`src/cpsr_pkg.sv`:
```
// Package: addresses, field positions, resets and command types for the core pointer/status registers
package cpsr_pkg;
   localparam logic [7:0] CPSR_ADDR_STACK   = 8'h81;
   localparam logic [7:0] CPSR_ADDR_DP_LOW  = 8'h82;
   localparam logic [7:0] CPSR_ADDR_DP_HIGH = 8'h83;
   localparam logic [7:0] CPSR_ADDR_STATUS  = 8'hd0;
   localparam logic [7:0] CPSR_ADDR_MISC1   = 8'hf8;

   localparam logic [7:0]  CPSR_RST_STACK  = 8'h07;
   localparam logic [7:0]  CPSR_RST_STATUS = 8'h00;
   localparam logic [7:0]  CPSR_RST_MISC1  = 8'h00;
   localparam logic [15:0] CPSR_RST_DATA_POINTER   = 16'h0000;
   localparam logic [7:0]  CPSR_MISC1_MASK = 8'hf9;

   localparam int CPSR_BIT_CARRY = 7;
   localparam int CPSR_BIT_HALF  = 6;
   localparam int CPSR_BIT_UF0   = 5;
   localparam int CPSR_BIT_BSHI  = 4;
   localparam int CPSR_BIT_BSLO  = 3;
   localparam int CPSR_BIT_WRAP  = 2;
   localparam int CPSR_BIT_UF1   = 1;
   localparam int CPSR_BIT_PAR   = 0;
   localparam int CPSR_BIT_PSEL  = 0;

   // Flag update classes from the execution unit
   typedef enum logic [2:0] {
      CPSR_FLG_NONE  = 3'h0,
      CPSR_FLG_ARITH = 3'h1,
      CPSR_FLG_MULDV = 3'h2,
      CPSR_FLG_SETC  = 3'h3,
      CPSR_FLG_CLRC  = 3'h4,
      CPSR_FLG_CONLY = 3'h5
   } cpsr_flag_op_t;

   // Stack operations from the execution unit
   typedef enum logic [2:0] {
      CPSR_STK_NONE = 3'h0,
      CPSR_STK_PUSH = 3'h1,
      CPSR_STK_POP  = 3'h2,
      CPSR_STK_CALL = 3'h3,
      CPSR_STK_RET  = 3'h4
   } cpsr_stack_op_t;

   typedef struct packed {
      logic       wr_en;
      logic       rd_en;
      logic [7:0] addr;
      logic [7:0] wdata;
   } cpsr_sfr_req_t;

   typedef struct packed {
      cpsr_flag_op_t op;
      logic          carry;
      logic          half;
      logic          wrap;
   } cpsr_flag_upd_t;

   typedef struct packed {
      logic [7:0] addr;
      logic       wr_en;
      logic       rd_en;
      logic [7:0] wdata;
   } cpsr_stack_mem_t;
endpackage : cpsr_pkg

```
`src/cpsr_core_regs.sv`:
```
// Core pointer and status registers: stack, dual data pointer, status word
`timescale 1ns/10ps
`default_nettype none
module cpsr_core_regs
   import cpsr_pkg::*;
(
   input  wire logic                 clk_sys,
   input  wire logic                 sys_rst,
   input  wire cpsr_sfr_req_t        sfr_req,
   output logic [7:0]                sfr_rdata,
   output logic                      sfr_hit,
   input  wire cpsr_flag_upd_t       flag_upd,
   input  wire logic [7:0]           acc_value,
   input  wire cpsr_stack_op_t       stack_op,
   input  wire logic                 stack_go,
   input  wire logic [7:0]           push_data,
   input  wire logic [15:0]          pc_save,
   input  wire logic [7:0]           stack_mem_rdata,
   output cpsr_stack_mem_t           stack_mem,
   output logic                      stack_busy,
   output logic                      stack_done,
   output logic [7:0]                pop_data,
   output logic [15:0]               pc_restore,
   input  wire logic                 data_pointer_load,
   input  wire logic [15:0]          data_pointer_load_value,
   input  wire logic                 data_pointer_incr,
   output logic [15:0]               data_pointer,
   output logic [4:0]                bank_base,
   output logic                      carry_flag,
   output logic [7:0]                misc_control_one
);
   import cpsr_pkg::*;

   logic [7:0]  stack_top_pointer;
   logic [15:0] data_pointer_bank [2];
   logic [7:0]  status_word;
   logic        half_carry_flag;
   logic        signed_wrap_flag;
   logic        user_flag_zero;
   logic        user_flag_one;
   logic        bank_sel_hi;
   logic        bank_sel_lo;
   logic        parity_flag;
   logic        ptr_bank_choice;
   logic        wr_stack;
   logic        wr_dp_low;
   logic        wr_dp_high;
   logic        wr_status;
   logic        wr_misc;

   assign wr_stack   = sfr_req.wr_en && sfr_req.addr == CPSR_ADDR_STACK;
   assign wr_dp_low  = sfr_req.wr_en && sfr_req.addr == CPSR_ADDR_DP_LOW;
   assign wr_dp_high = sfr_req.wr_en && sfr_req.addr == CPSR_ADDR_DP_HIGH;
   assign wr_status  = sfr_req.wr_en && sfr_req.addr == CPSR_ADDR_STATUS;
   assign wr_misc    = sfr_req.wr_en && sfr_req.addr == CPSR_ADDR_MISC1;

   cpsr_stack_seq u_stack (
      .clk_sys           (clk_sys),
      .sys_rst           (sys_rst),
      .stack_op          (stack_op),
      .stack_go          (stack_go),
      .push_data         (push_data),
      .pc_save           (pc_save),
      .sfr_wr            (wr_stack),
      .sfr_wdata         (sfr_req.wdata),
      .mem_rdata         (stack_mem_rdata),
      .stack_top_pointer (stack_top_pointer),
      .mem_req           (stack_mem),
      .stack_busy        (stack_busy),
      .stack_done        (stack_done),
      .pop_data          (pop_data),
      .pc_restore        (pc_restore)
   );

   // Misc control: only the defined bits hold; bits 2 and 1 read zero
   always_ff @(posedge clk_sys) begin
      if (sys_rst) begin
         misc_control_one <= CPSR_RST_MISC1;
      end else if (wr_misc) begin
         misc_control_one <= sfr_req.wdata & CPSR_MISC1_MASK;
      end
   end
   assign ptr_bank_choice = misc_control_one[CPSR_BIT_PSEL];

   // Two physical pointers; only the chosen one ever changes
   for (genvar i = 0; i < 2; i++) begin : g_data_pointer
      logic sel;
      assign sel = (ptr_bank_choice == 1'(i));
      always_ff @(posedge clk_sys) begin
         if (sys_rst) begin
            data_pointer_bank[i] <= CPSR_RST_DATA_POINTER;
         end else if (sel) begin
            if (wr_dp_low) begin
               data_pointer_bank[i][7:0] <= sfr_req.wdata;
            end else if (wr_dp_high) begin
               data_pointer_bank[i][15:8] <= sfr_req.wdata;
            end else if (data_pointer_load) begin
               data_pointer_bank[i] <= data_pointer_load_value;
            end else if (data_pointer_incr) begin
               data_pointer_bank[i] <= data_pointer_bank[i] + 16'h0001;
            end
         end
      end
   end

   assign data_pointer = data_pointer_bank[ptr_bank_choice];

   // Carry; a software write in the same cycle loses to the execution unit
   always_ff @(posedge clk_sys) begin
      if (sys_rst) begin
         carry_flag <= CPSR_RST_STATUS[CPSR_BIT_CARRY];
      end else begin
         unique case (flag_upd.op)
            CPSR_FLG_ARITH, CPSR_FLG_CONLY: carry_flag <= flag_upd.carry;
            CPSR_FLG_MULDV, CPSR_FLG_CLRC:  carry_flag <= 1'b0;
            CPSR_FLG_SETC:                  carry_flag <= 1'b1;
            CPSR_FLG_NONE: begin
               if (wr_status) begin
                  carry_flag <= sfr_req.wdata[CPSR_BIT_CARRY];
               end
            end
            default: ;
         endcase
      end
   end

   // Half carry: only the add and subtract class moves it
   always_ff @(posedge clk_sys) begin
      if (sys_rst) begin
         half_carry_flag <= CPSR_RST_STATUS[CPSR_BIT_HALF];
      end else if (flag_upd.op == CPSR_FLG_ARITH) begin
         half_carry_flag <= flag_upd.half;
      end else if (wr_status) begin
         half_carry_flag <= sfr_req.wdata[CPSR_BIT_HALF];
      end
   end

   // Overflow: arithmetic and multiply/divide classes
   always_ff @(posedge clk_sys) begin
      if (sys_rst) begin
         signed_wrap_flag <= CPSR_RST_STATUS[CPSR_BIT_WRAP];
      end else if (flag_upd.op == CPSR_FLG_ARITH || flag_upd.op == CPSR_FLG_MULDV) begin
         signed_wrap_flag <= flag_upd.wrap;
      end else if (wr_status) begin
         signed_wrap_flag <= sfr_req.wdata[CPSR_BIT_WRAP];
      end
   end

   // Software-only flags; no instruction class touches them
   always_ff @(posedge clk_sys) begin
      if (sys_rst) begin
         user_flag_zero <= CPSR_RST_STATUS[CPSR_BIT_UF0];
         user_flag_one  <= CPSR_RST_STATUS[CPSR_BIT_UF1];
      end else if (wr_status) begin
         user_flag_zero <= sfr_req.wdata[CPSR_BIT_UF0];
         user_flag_one  <= sfr_req.wdata[CPSR_BIT_UF1];
      end
   end

   // Bank select; software only
   always_ff @(posedge clk_sys) begin
      if (sys_rst) begin
         bank_sel_hi <= CPSR_RST_STATUS[CPSR_BIT_BSHI];
         bank_sel_lo <= CPSR_RST_STATUS[CPSR_BIT_BSLO];
      end else if (wr_status) begin
         bank_sel_hi <= sfr_req.wdata[CPSR_BIT_BSHI];
         bank_sel_lo <= sfr_req.wdata[CPSR_BIT_BSLO];
      end
   end

   // Parity is never stored from software; it is registered from acc_value every cycle, one cycle late
   always_ff @(posedge clk_sys) begin
      if (sys_rst) begin
         parity_flag <= CPSR_RST_STATUS[CPSR_BIT_PAR];
      end else begin
         parity_flag <= ^acc_value;
      end
   end

   // Read-back view, assembled from the separate flag registers
   always_comb begin
      status_word = 8'h00;
      status_word[CPSR_BIT_CARRY] = carry_flag;
      status_word[CPSR_BIT_HALF]  = half_carry_flag;
      status_word[CPSR_BIT_UF0]   = user_flag_zero;
      status_word[CPSR_BIT_BSHI]  = bank_sel_hi;
      status_word[CPSR_BIT_BSLO]  = bank_sel_lo;
      status_word[CPSR_BIT_WRAP]  = signed_wrap_flag;
      status_word[CPSR_BIT_UF1]   = user_flag_one;
      status_word[CPSR_BIT_PAR]   = parity_flag;
   end

   assign bank_base = {bank_sel_hi, bank_sel_lo, 3'h0};

   always_comb begin
      sfr_hit = 1'b1;
      unique case (sfr_req.addr)
         CPSR_ADDR_STACK:   sfr_rdata = stack_top_pointer;
         CPSR_ADDR_DP_LOW:  sfr_rdata = data_pointer[7:0];
         CPSR_ADDR_DP_HIGH: sfr_rdata = data_pointer[15:8];
         CPSR_ADDR_STATUS:  sfr_rdata = status_word;
         CPSR_ADDR_MISC1:   sfr_rdata = misc_control_one;
         default: begin
            sfr_rdata = 8'h00;
            sfr_hit = 1'b0;
         end
      endcase
   end
endmodule : cpsr_core_regs
`default_nettype wire

```
`src/cpsr_stack_seq.sv`:
```
// Stack pointer with push, pop, call and return memory sequencing
`timescale 1ns/10ps
`default_nettype none
module cpsr_stack_seq
   import cpsr_pkg::*;
(
   input  wire logic                 clk_sys,
   input  wire logic                 sys_rst,
   input  wire cpsr_stack_op_t       stack_op,
   input  wire logic                 stack_go,
   input  wire logic [7:0]           push_data,
   input  wire logic [15:0]          pc_save,
   input  wire logic                 sfr_wr,
   input  wire logic [7:0]           sfr_wdata,
   input  wire logic [7:0]           mem_rdata,
   output logic [7:0]                stack_top_pointer,
   output cpsr_stack_mem_t           mem_req,
   output logic                      stack_busy,
   output logic                      stack_done,
   output logic [7:0]                pop_data,
   output logic [15:0]               pc_restore
);
   typedef enum logic [3:0] {
      CPSR_SQ_IDLE  = 4'b0001,
      CPSR_SQ_SECND = 4'b0010,
      CPSR_SQ_RDLO  = 4'b0100,
      CPSR_SQ_FIN   = 4'b1000
   } cpsr_sq_state_t;

   cpsr_sq_state_t   state;
   cpsr_stack_op_t   cur_op;
   logic [7:0]       hi_hold;

   assign stack_busy = (state != CPSR_SQ_IDLE);

   always_ff @(posedge clk_sys) begin
      if (sys_rst) begin
         state <= CPSR_SQ_IDLE;
         cur_op <= CPSR_STK_NONE;
      end else begin
         unique case (state)
            CPSR_SQ_IDLE: begin
               if (stack_go && stack_op != CPSR_STK_NONE) begin
                  cur_op <= stack_op;
                  state <= (stack_op == CPSR_STK_PUSH || stack_op == CPSR_STK_POP) ? CPSR_SQ_FIN : CPSR_SQ_SECND;
               end
            end
            CPSR_SQ_SECND: state <= (cur_op == CPSR_STK_RET) ? CPSR_SQ_RDLO : CPSR_SQ_FIN;
            CPSR_SQ_RDLO:  state <= CPSR_SQ_FIN;
            CPSR_SQ_FIN:   state <= CPSR_SQ_IDLE;
            default:       state <= CPSR_SQ_IDLE;
         endcase
      end
   end

   // Pointer moves; pre-increment on write, post-decrement on read
   always_ff @(posedge clk_sys) begin
      if (sys_rst) begin
         stack_top_pointer <= CPSR_RST_STACK;
      end else if (state == CPSR_SQ_IDLE && stack_go &&
                   (stack_op == CPSR_STK_PUSH || stack_op == CPSR_STK_CALL)) begin
         stack_top_pointer <= stack_top_pointer + 8'h01;
      end else if (state == CPSR_SQ_IDLE && stack_go &&
                   (stack_op == CPSR_STK_POP || stack_op == CPSR_STK_RET)) begin
         stack_top_pointer <= stack_top_pointer - 8'h01;
      end else if (state == CPSR_SQ_SECND && cur_op == CPSR_STK_CALL) begin
         stack_top_pointer <= stack_top_pointer + 8'h01;
      end else if (state == CPSR_SQ_SECND && cur_op == CPSR_STK_RET) begin
         stack_top_pointer <= stack_top_pointer - 8'h01;
      end else if (sfr_wr && state == CPSR_SQ_IDLE) begin
         stack_top_pointer <= sfr_wdata;
      end
   end

   // Memory strobes; read data returns one cycle after rd_en
   always_comb begin
      mem_req = '0;
      if (state == CPSR_SQ_IDLE && stack_go) begin
         unique case (stack_op)
            CPSR_STK_PUSH: begin
               mem_req.wr_en = 1'b1;
               mem_req.addr = stack_top_pointer + 8'h01;
               mem_req.wdata = push_data;
            end
            CPSR_STK_CALL: begin
               mem_req.wr_en = 1'b1;
               mem_req.addr = stack_top_pointer + 8'h01;
               mem_req.wdata = pc_save[7:0];
            end
            CPSR_STK_POP, CPSR_STK_RET: begin
               mem_req.rd_en = 1'b1;
               mem_req.addr = stack_top_pointer;
            end
            default: mem_req = '0;
         endcase
      end else if (state == CPSR_SQ_SECND) begin
         mem_req.addr = (cur_op == CPSR_STK_CALL) ? stack_top_pointer + 8'h01 : stack_top_pointer;
         mem_req.wr_en = (cur_op == CPSR_STK_CALL);
         mem_req.rd_en = (cur_op == CPSR_STK_RET);
         mem_req.wdata = pc_save[15:8];
      end
   end

   always_ff @(posedge clk_sys) begin
      if (sys_rst) begin
         pop_data <= 8'h00;
         pc_restore <= 16'h0000;
         hi_hold <= 8'h00;
      end else begin
         if (state == CPSR_SQ_FIN && cur_op == CPSR_STK_POP) pop_data <= mem_rdata;
         if (state == CPSR_SQ_SECND && cur_op == CPSR_STK_RET) hi_hold <= mem_rdata;
         if (state == CPSR_SQ_RDLO) pc_restore <= {hi_hold, mem_rdata};
      end
   end

   assign stack_done = (state == CPSR_SQ_FIN);
endmodule : cpsr_stack_seq
`default_nettype wire

```
`config.mk`:
```
export PLATFORM = sky130hd
export DESIGN_NAME = cpsr_core_regs
export DESIGN_NICKNAME = d
export VERILOG_FILES = /design/src/cpsr_pkg.sv /design/src/cpsr_core_regs.sv /design/src/cpsr_stack_seq.sv
export SDC_FILE = /design/constraint.sdc
export NUM_CORES = 1
export LEC_CHECK = 0
export BUFFER_PORTS_ARGS = -buffer_cell sky130_fd_sc_hd__clkbuf_2
export CORE_MARGIN = 8
export CORE_UTILIZATION = 45
export DETAILED_ROUTE_END_ITERATION = 8
export PLACE_DENSITY = 0.81
export SYNTH_ARGS = -nofsm -noshare
export SYNTH_HDL_FRONTEND = slang
export SYNTH_HIERARCHICAL = 1
export SYNTH_SLANG_ARGS = --single-unit
```
`constraint.sdc`:
```
create_clock -name clk_sys -period 2.22 [get_ports clk_sys]
set_input_delay 0.111 -clock clk_sys [delete_from_list [all_inputs] [get_ports clk_sys]]
set_output_delay 0.111 -clock clk_sys [all_outputs]
set_load 0.02 [all_outputs]
```
==> flow_summary_export.csv, run 1 <==
group,metric,value,unit
grt,grt_max_degree,60,
clock_tree,ctsRootBufferMaster,"clkbuf_16",
placement,placed_area,7390,µm²
logic_synthesis,synthTopCellsByCount,"102 x nand2_1, 62 x dfxtp_1, 61 x a21oi_1, 60 x nor2_1, 43 x o21ai_0",
sta,fmax,0.456,GHz
logic_synthesis,async_flop_share,0,%
power,powerDensity,560,nW/µm²
floorplanning,die_w,134,µm
power,switching_share,29.6,%
setup_path,cp-end-kind,"output pin",
final_layout,regArea,2210,µm²
grt,track_usage,22.8,%
worst_hold_path,min-delay-start,"stack_mem_rdata[1]",
power,p_sw,1.29,mW
sta,post-route-period-util,98.9,%
sta,setup_viol,0,
logic_synthesis,synth_top_area_share,19.8,%
placement,place_ws,0.112,ns
logic_synthesis,synth_warnings,6,
detailed_routing,drc,0,
placement,dp_cells,1066,
power,pwr-share-comb,20.0,%
setup_path,cp-start-kind,"flip-flop",
logic_synthesis,synth_top_area_cell,"dfxtp_1",
detailed_routing,antenna_left,0,
run_status,status,"complete, no violations",
final_layout,num-nets-final,997,
floorplanning,io_pins,171,
clock_tree,htree_levels,3,
floorplanning,std_cell_rows,43,
grt,antenna_found_initial,0,
grt,grt_pass1_wl,33.1,mm
setup_path,reg2reg_depth,7,
final_layout,fin_cells,1090,
logic_synthesis,avgSynthCellArea,8.60,µm²
logic_synthesis,synth_edf_count,32,
placement,io_buffers,164,
detailed_routing,dr.pass1.iters,6,
clock_tree,cts_tree,"done",
detailed_routing,viasPerCell,6.07,
grt,grt_overflow,0,
power,leakage,3.19,nW
final_layout,n_fill_cell,1271,
detailed_routing,vias,6614,
logic_synthesis,yosysSeqAreaShare,35.1,%
floorplanning,core,13800,µm²
floorplanning,die_h,134,µm
logic_synthesis,synth.most_common_cell,"nand2_1",
logic_synthesis,synth_top_flop_cell,"dfxtp_1",
clock_tree,cts_made_buffers,9,
setup_path,cp_max_fo,13,
floorplanning,initial_core_util,45.5,%
final_layout,multi_input_area,3850,µm²
setup_path,crit_required,2.11,ns
logic_synthesis,postSynthCellCount,729,
sta,fin_ws,0.0246,ns
sta,finalHoldViolCount,0,
clock_tree,clock_latency,0.34,ns
power,clkPwrFrac,35.2,%
sta,slew_headroom,13.4,%
power,design_power_total,4.37,mW
setup_path,rrSetupSlack,0.16,ns
logic_synthesis,synth_area,6270,µm²
setup_path,worstSetupEndpoint,"sfr_rdata[3]",
setup_path,timing.rr.start,"u_stack/state[2]",
final_layout,insertedDiodeCount,0,
placement,hpwl,15.4,mm
grt,grt_pass1_vias,6365,
worst_hold_path,hp-class,"input port to flip-flop",
setup_path,r2r_end,"u_stack/stack_top_pointer[7]",
placement,place.gp.congestion,0.989,
clock_tree,clkTransAtPathRegs,0.06,ns
power,power_frac_seq,44.8,%
sta,tns,0,ns
power,ir_drop,0.362,mV
logic_synthesis,synth_cell_types,72,
job,maxCapViolations,0,
final_layout,final_area,7800,µm²
sta,worst_slew_pin_slew,1.29,ns
sta,drv_slew,0,
floorplanning,die-area,18000,µm²
clock_tree,cts_num_sinks,94,
power,p_int,3.07,mW
sta,period_minus_slack,2.20,ns
logic_synthesis,synth-seq-cells,94,
setup_path,worstSetupPathType,"flip-flop to output pin",
sta,fin_skew,0.00732,ns
logic_synthesis,synth_area_leaders,"dfxtp_1 20%, edfxtp_1 15%, nand2_1 6.1%",
detailed_routing,wirelength,21.0,mm
clock_tree,cts_hold_buf,0,
final_layout,layout-drive-gt1-share,30.8,%
final_layout,area_delta_synth_final,24.4,%
sta,rsz0062_at_grt,"false",
clock_tree,cts_max_path_buffers,2,
setup_path,arrival,2.08,ns
detailed_routing,first_iter_violations,852,
detailed_routing,wl_per_cell,19.3,µm
==> critical path, cell delays in order, from the launching register on <==
cell and delay [ns]:
dfxtp_1 0.32, buf_6 0.19, mux4_2 0.57, nor2b_1 0.17
a21oi_1 0.14, o21ai_0 0.15, clkbuf_2 0.19
==> state kept, by name, indices dropped and copies added (netlist names), named ones only <==
signal,count
u_stack/stack_top_pointer,8
u_stack/pc_restore,16
bank_sel_lo,1
misc_control_one,6
data_pointer_bank,32
half_carry_flag,1
user_flag_one,1
user_flag_zero,1
u_stack/cur_op,3
carry_flag,1
bank_sel_hi,1
u_stack/state,4
u_stack/hi_hold,8
u_stack/pop_data,8
signed_wrap_flag,1
parity_flag,1
==> through the flow <==
step,utilization (%),hold WS (ns)
after global routing,56.6,0.0284
after global placement,53.7,0.354
after detailed placement,53.7,0.370
after floorplan,-,0.247
after CTS,56.1,0.00543
final,56.6,0.0156
==> how the worst min path moves through the flow <==
stage	end	slack, ns	cells past startpoint
floorplan	u_stack/hi_hold[0]	0.25	2
global placement	half_carry_flag	0.35	3
detailed placement	u_stack/pc_restore[5]	0.37	3
finish	u_stack/pc_restore[1]	0.02	3
global route	u_stack/hi_hold[6]	0.03	3
CTS	u_stack/pc_restore[5]	0.005	3
==> cells by family after synthesis <==
kind of cell | share of synthesized area [%]
and+or+nand+nor | 23.1
other | 0.0598
xor gates and xnor gates | 6.15
buffers and inverters | 4.37
adders and majority gates | 0.798
DFF | 35.1
AOI/OAI and AO/OA | 20.0
muxes | 10.4
==> layer usage <==
layer / GRT usage [%] / share of wire, % / vias to the layer above / wire length [µm]
met5: 0 / 0 / - / 0
met4: 11.9 / 4.4 / 0 / 917
met3: 4.97 / 11 / 79 / 2400
met2: 35.9 / 46 / 454 / 9630
met1: 28.6 / 38 / 3042 / 8050
li1: - / - / 3039 / -
==> placed cells by master (no fill, tap or decap), types with 23 or more instances in the layout <==
master	n
buf_4	47
nand2_1	101
nor2_1	60
dfxtp_1	57
edfxtp_1	32
xor2_1	23
o21ai_0	43
mux2i_1	36
a21oi_1	60
clkbuf_2	160
==> area by class of cell <==
class,instances,area share [%]
multi-input cells,579,49.4
flip-flops and latches,94,28.3
repair buffers,210,15.1
clock buffers,12,3.43
well taps,180,2.89
inverters,11,0.529
clock inverters,4,0.337
==> power by group through the flow <==
stage	sequential (mW)	clock (mW)	combinational, mW
2_1_floorplan	1.95	0	0.528
3_3_place_gp	1.99	0	0.811
3_5_place_dp	1.99	0	0.816
4_1_cts	1.95	1.56	0.836
5_1_grt	1.97	1.62	0.943
6_report	1.96	1.54	0.872
==> repair_timing <==
action / CTS / global route
endpoints found under the setup margin: 5 / 28
setup buffers: 4 / 3
pin swaps: 0 / 2
cloned: 0 / 1
resized for setup: 4 / 19
endpoints found under the hold margin: 0 / 0
No activity file was read; power rests on OpenSTA's default activity.
==> run 2, diff against run 1 <==
clock period = 2.6 ns   (was 2.22 ns; I/O delays follow)
==> flow_summary_export.csv, run 2 (synthesis results as in run 1) <==
group,metric,value,unit
power,leakage,3.03,nW
final_layout,layout-drive-gt1-share,27.1,%
detailed_routing,drc,0,
worst_hold_path,hp-class,"input port to flip-flop",
power,pwr-share-comb,19.4,%
sta,fmax,0.412,GHz
clock_tree,cts_tree,"done",
final_layout,final_cell_mix,"164 x clkbuf_2, 101 x nand2_1, 62 x dfxtp_1",
sta,worst_slew_pin_slew,1.19,ns
detailed_routing,viasPerCell,5.97,
setup_path,path_depth,6,
setup_path,reg2reg_depth,6,
clock_tree,clkTransAtPathRegs,0.06,ns
power,p_sw,1.06,mW
power,p_int,2.50,mW
setup_path,crit_chain,"buf_4 -> mux2_2 -> nor2_1 -> nor3_1 -> a221o_1 -> clkbuf_2",
floorplanning,io_pins,171,
setup_path,arrival,2.30,ns
setup_path,r2r_end,"u_stack/stack_top_pointer[7]",
grt,grt_pass1_wl,30.9,mm
grt,antenna_found_initial,0,
floorplanning,initial_core_util,45.5,%
floorplanning,core,13800,µm²
floorplanning,std_cell_rows,43,
placement,io_buffers,164,
setup_path,worstSetupPathType,"flip-flop to output pin",
final_layout,regMostFlops,"data_pointer_bank",
run_status,status,"complete, no violations",
clock_tree,cts_made_buffers,9,
clock_tree,ctsRootBufferMaster,"clkbuf_16",
sta,slew_headroom,20.2,%
power,powerDensity,475,nW/µm²
sta,fin_skew,0.0127,ns
floorplanning,die_h,134,µm
sta,setup_viol,0,
setup_path,timing.rr.start,"u_stack/state[1]",
clock_tree,htree_levels,3,
clock_tree,postCtsSetupRepairBufs,0,
job,maxCapViolations,0,
sta,holdWs,0.0279,ns
setup_path,cp-start-kind,"flip-flop",
floorplanning,die_w,134,µm
detailed_routing,first_iter_violations,789,
setup_path,worstSetupEndpoint,"sfr_rdata[1]",
detailed_routing,antenna_left,0,
final_layout,largest_reg_flops,32,
placement,place.gp.congestion,0.923,
power,clkPwrFrac,33.6,%
sta,drv_slew,0,
setup_path,rrSetupSlack,0.51,ns
setup_path,critical-path-top-delay-family,"flip-flops",
final_layout,area_delta_synth_final,19.8,%
setup_path,cp_max_fo,11,
sta,finalHoldViolCount,0,
clock_tree,cts_max_path_buffers,2,
power,switching_share,29.8,%
detailed_routing,wl_per_cell,19.0,µm
floorplanning,die-area,18000,µm²
final_layout,reg_top3,"data_pointer_bank x32, u_stack/pc_restore x16",
detailed_routing,vias,6344,
setup_path,slowest_stage,"dfxtp_1",
sta,period_minus_slack,2.43,ns
power,ir_drop,0.329,mV
power,power_frac_seq,47.0,%
detailed_routing,dr.pass1.iters,6,
grt,grt_overflow,0,
grt,grt_pass1_vias,6034,
clock_tree,cts_num_sinks,94,
setup_path,max_stage_delay,0.67,ns
final_layout,insertedDiodeCount,0,
setup_path,critPathBufInv,2,
placement,hpwl,14.9,mm
setup_path,cp-end-kind,"output pin",
final_layout,num-nets-final,969,
grt,track_usage,21.5,%
sta,tns,0,ns
clock_tree,cts_hold_buf,0,
setup_path,crit_required,2.47,ns
detailed_routing,wirelength,20.1,mm
sta,post-route-period-util,93.4,%
sta,rsz0062_at_grt,"false",
final_layout,final_common_cell,"clkbuf_2",
clock_tree,clock_latency,0.34,ns
grt,grt_max_degree,48,
-- run 2: cell count changes in the layout (fill, tap and decap cells not counted), sizes merged --
cell,previous run,this run
buf,49,18
clkbuf,172,176
clkdlybuf4s15,1,0
-- run 2: what timing repair did --
action                                  in CTS  in global routing
gates resized for setup                      1                  2
pin swaps                                    0                  0
endpoints found under the setup margin       6                  5
hold endpoints to repair                     0                  0
-- run 2: area by class of cell --
cell class / count / area (µm²)
Timing Repair Buffer: 182 / 956
Sequential cell: 94 / 2200
Fill cell: 1309 / 6260
Multi-Input combinational cell: 579 / 3830
Inverter: 11 / 41.3
Clock buffer: 12 / 236
Clock inverter: 4 / 23.8
Tap cell: 180 / 225
-- run 2: worst min path at each step --
| stage | depth (start not counted) | endpoint | startpoint | slack (ns) |
|---|---|---|---|---|
| 2_1_floorplan | 2 | u_stack/hi_hold[0] | stack_mem_rdata[0] | 0.27 |
| 3_3_place_gp | 3 | half_carry_flag | flag_upd[1] | 0.37 |
| 3_5_place_dp | 3 | half_carry_flag | flag_upd[1] | 0.38 |
| 4_1_cts | 3 | half_carry_flag | flag_upd[1] | 0.02 |
| 5_1_grt | 3 | half_carry_flag | flag_upd[1] | 0.03 |
| 6_report | 3 | half_carry_flag | flag_upd[1] | 0.03 |
-- run 2: worst register-to-register path, delay by kind of cell (launching register included) --
kind / cells / cell delay, ns
simple gates: 2 / 0.65
flops: 1 / 0.46
buf+inv: 1 / 0.28
compound gates: 3 / 0.54
-- run 2: stage by stage --
step	instance area, µm²	total power, mW	utilization (%)	std cells	setup WS [ns]
after global placement	7240	2.37	52.6	1046	0.333
after global routing	7510	3.70	54.5	1062	0.0580
final	7510	3.57	54.5	1062	0.172
after CTS	7500	3.57	54.5	1062	0.115
after detailed placement	7240	2.38	52.6	1046	0.260
after floorplan	6290	2.11	-	733	0.447
-- run 2: power groups by stage --
stage	clock (mW)	combinational, mW	sequential [mW]
6_report	1.20	0.692	1.68
5_1_grt	1.27	0.746	1.68
4_1_cts	1.21	0.681	1.67
3_5_place_dp	0	0.675	1.70
3_3_place_gp	0	0.670	1.70
2_1_floorplan	0	0.451	1.66
-- run 2: routing by layer --
metal / track usage (%) / vias up / part of all wire, %
li1: - / 2972 / -
met3: 6.02 / 72 / 11
met5: 0 / - / 0
met1: 25.9 / 2925 / 39
met2: 34.3 / 375 / 46
met4: 11.0 / 0 / 4.2
==> run 3, diff against run 2 <==
CORE_UTILIZATION = 58   (was 45)
PLACE_DENSITY = 0.95   (was 0.81)
==> flow_summary_export.csv, run 3 (synthesis results as in run 1) <==
group,metric,value,unit
job,maxCapViolations,0,
final_layout,area_delta_synth_final,18.8,%
final_layout,final_cell_mix,"164 x clkbuf_2, 102 x nand2_1, 61 x a21oi_1, 61 x dfxtp_1, 60 x nor2_1",
run_status,status,"complete, no violations",
placement,hpwl,14.7,mm
clock_tree,htree_levels,3,
clock_tree,cts_made_buffers,9,
final_layout,n_fill_cell,824,
worst_hold_path,hp-class,"input port to flip-flop",
final_layout,insertedDiodeCount,0,
detailed_routing,wl_per_cell,19.4,µm
floorplanning,die-area,14400,µm²
grt,grt_pass1_wl,31.6,mm
sta,setup_viol,0,
sta,drv_slew,0,
detailed_routing,vias,6618,
detailed_routing,viasPerCell,6.43,
sta,finalHoldViolCount,0,
sta,slew_headroom,18.8,%
detailed_routing,wirelength,20.0,mm
grt,antenna_found_initial,1,
power,ir_drop,0.228,mV
setup_path,cp_max_fo,15,
floorplanning,initial_core_util,58.6,%
power,leakage,3.02,nW
sta,tns,0,ns
setup_path,cp-start-kind,"flip-flop",
clock_tree,clock_latency,0.37,ns
placement,placed_area,7190,µm²
detailed_routing,antenna_left,0,
power,powerDensity,442,nW/µm²
detailed_routing,drc,0,
placement,io_buffers,164,
final_layout,regMostFlops,"data_pointer_bank",
final_layout,largest_reg_flops,32,
final_layout,final_area,7450,µm²
clock_tree,ctsRootBufferMaster,"clkbuf_8",
grt,grt_pass1_vias,6187,
grt,grt_overflow,0,
final_layout,fin_cells,1029,
setup_path,timing.rr.start,"u_stack/state[1]",
clock_tree,cts_num_sinks,94,
placement,place.gp.congestion,1.02,
final_layout,num-nets-final,976,
final_layout,reg_top3,"data_pointer_bank x32, u_stack/pc_restore x16",
detailed_routing,first_iter_violations,868,
detailed_routing,dr.pass1.iters,6,
floorplanning,std_cell_rows,38,
final_layout,layout-drive-gt1-share,27.2,%
clock_tree,cts_tree,"done",
final_layout,final_common_cell,"clkbuf_2",
grt,track_usage,27.1,%
setup_path,startpoint,"u_stack/cur_op[2]",
placement,dp_cells,1006,
worst_hold_path,min-delay-start,"flag_upd[0]",
setup_path,cp-end-kind,"output pin",
setup_path,worstSetupPathType,"flip-flop to output pin",
grt,grt_max_degree,60,
sta,period_minus_slack,2.41,ns
floorplanning,io_pins,171,
power,design_power_total,3.29,mW
clock_tree,clkTransAtPathRegs,0.09,ns
setup_path,crit_required,2.47,ns
sta,worst_slew_pin_slew,1.21,ns
setup_path,arrival,2.28,ns
floorplanning,core,10700,µm²
sta,fmax,0.416,GHz
sta,holdWs,0.0203,ns
floorplanning,die_h,120,µm
sta,rsz0062_at_grt,"false",
sta,fin_skew,0.00933,ns
clock_tree,cts_max_path_buffers,2,
floorplanning,die_w,120,µm
sta,post-route-period-util,92.5,%
-- run 3: worst paths after layout --
path,slack (ns),cells after the start,to
setup reg to reg,0.48,6,u_stack/stack_top_pointer[2]
hold / removal,0.02,3,signed_wrap_flag
hold reg to reg,0.46,2,u_stack/pc_restore[2]
setup / recovery,0.19,6,stack_mem[17]
-- run 3: layout make-up --
cell class | count | area (µm²) | share of cell area (%)
repair buffers | 189 | 1030 | 13.8
flip-flops and latches | 94 | 2200 | 29.6
clock inverters | 5 | 41.3 | 0.554
multi-input cells | 579 | 3820 | 51.3
clock buffers | 11 | 141 | 1.90
inverters | 11 | 41.3 | 0.554
well taps | 140 | 175 | 2.35
-- run 3: layer usage --
metal	track usage, %	wire length, µm	share of wire, %	up-vias
li1	-	-	-	3007
met1	33.3	7490	37	2996
met2	43.1	9140	46	515
met3	5.87	2340	12	98
met4	15.7	1010	5.1	2
met5	0	11	0.055	-
-- run 3: where the power goes --
| group | internal (mW) | switching (mW) |
|---|---|---|
| Sequential | 1.58 | 0.104 |
| Clock | 0.383 | 0.530 |
| Combinational | 0.280 | 0.413 |
| Total | 2.24 | 1.05 |
-- run 3: critical path, stage by stage (launching register included) --
cell and delay [ns]:
dfxtp_1 0.36, and3b_1 0.29, a22oi_2 0.66, nor2_1 0.10
o21ai_0 0.19, o31ai_1 0.10, clkbuf_2 0.20
-- run 3: what timing repair did --
action,in CTS,in global routing
hold buffers,7,0
buffers inserted,0,0
gates resized for setup,1,2
gates cloned,0,0
endpoints found under the setup margin,6,4
hold endpoints to repair,8,0
-- run 3: through the flow --
step / utilization [%] / setup slack (ns)
floorplan: - / 0.447
CTS: 69.6 / 0.0792
global route: 69.7 / 0.00865
global placement: 67.2 / 0.375
detailed placement: 67.2 / 0.311
finish: 69.7 / 0.195
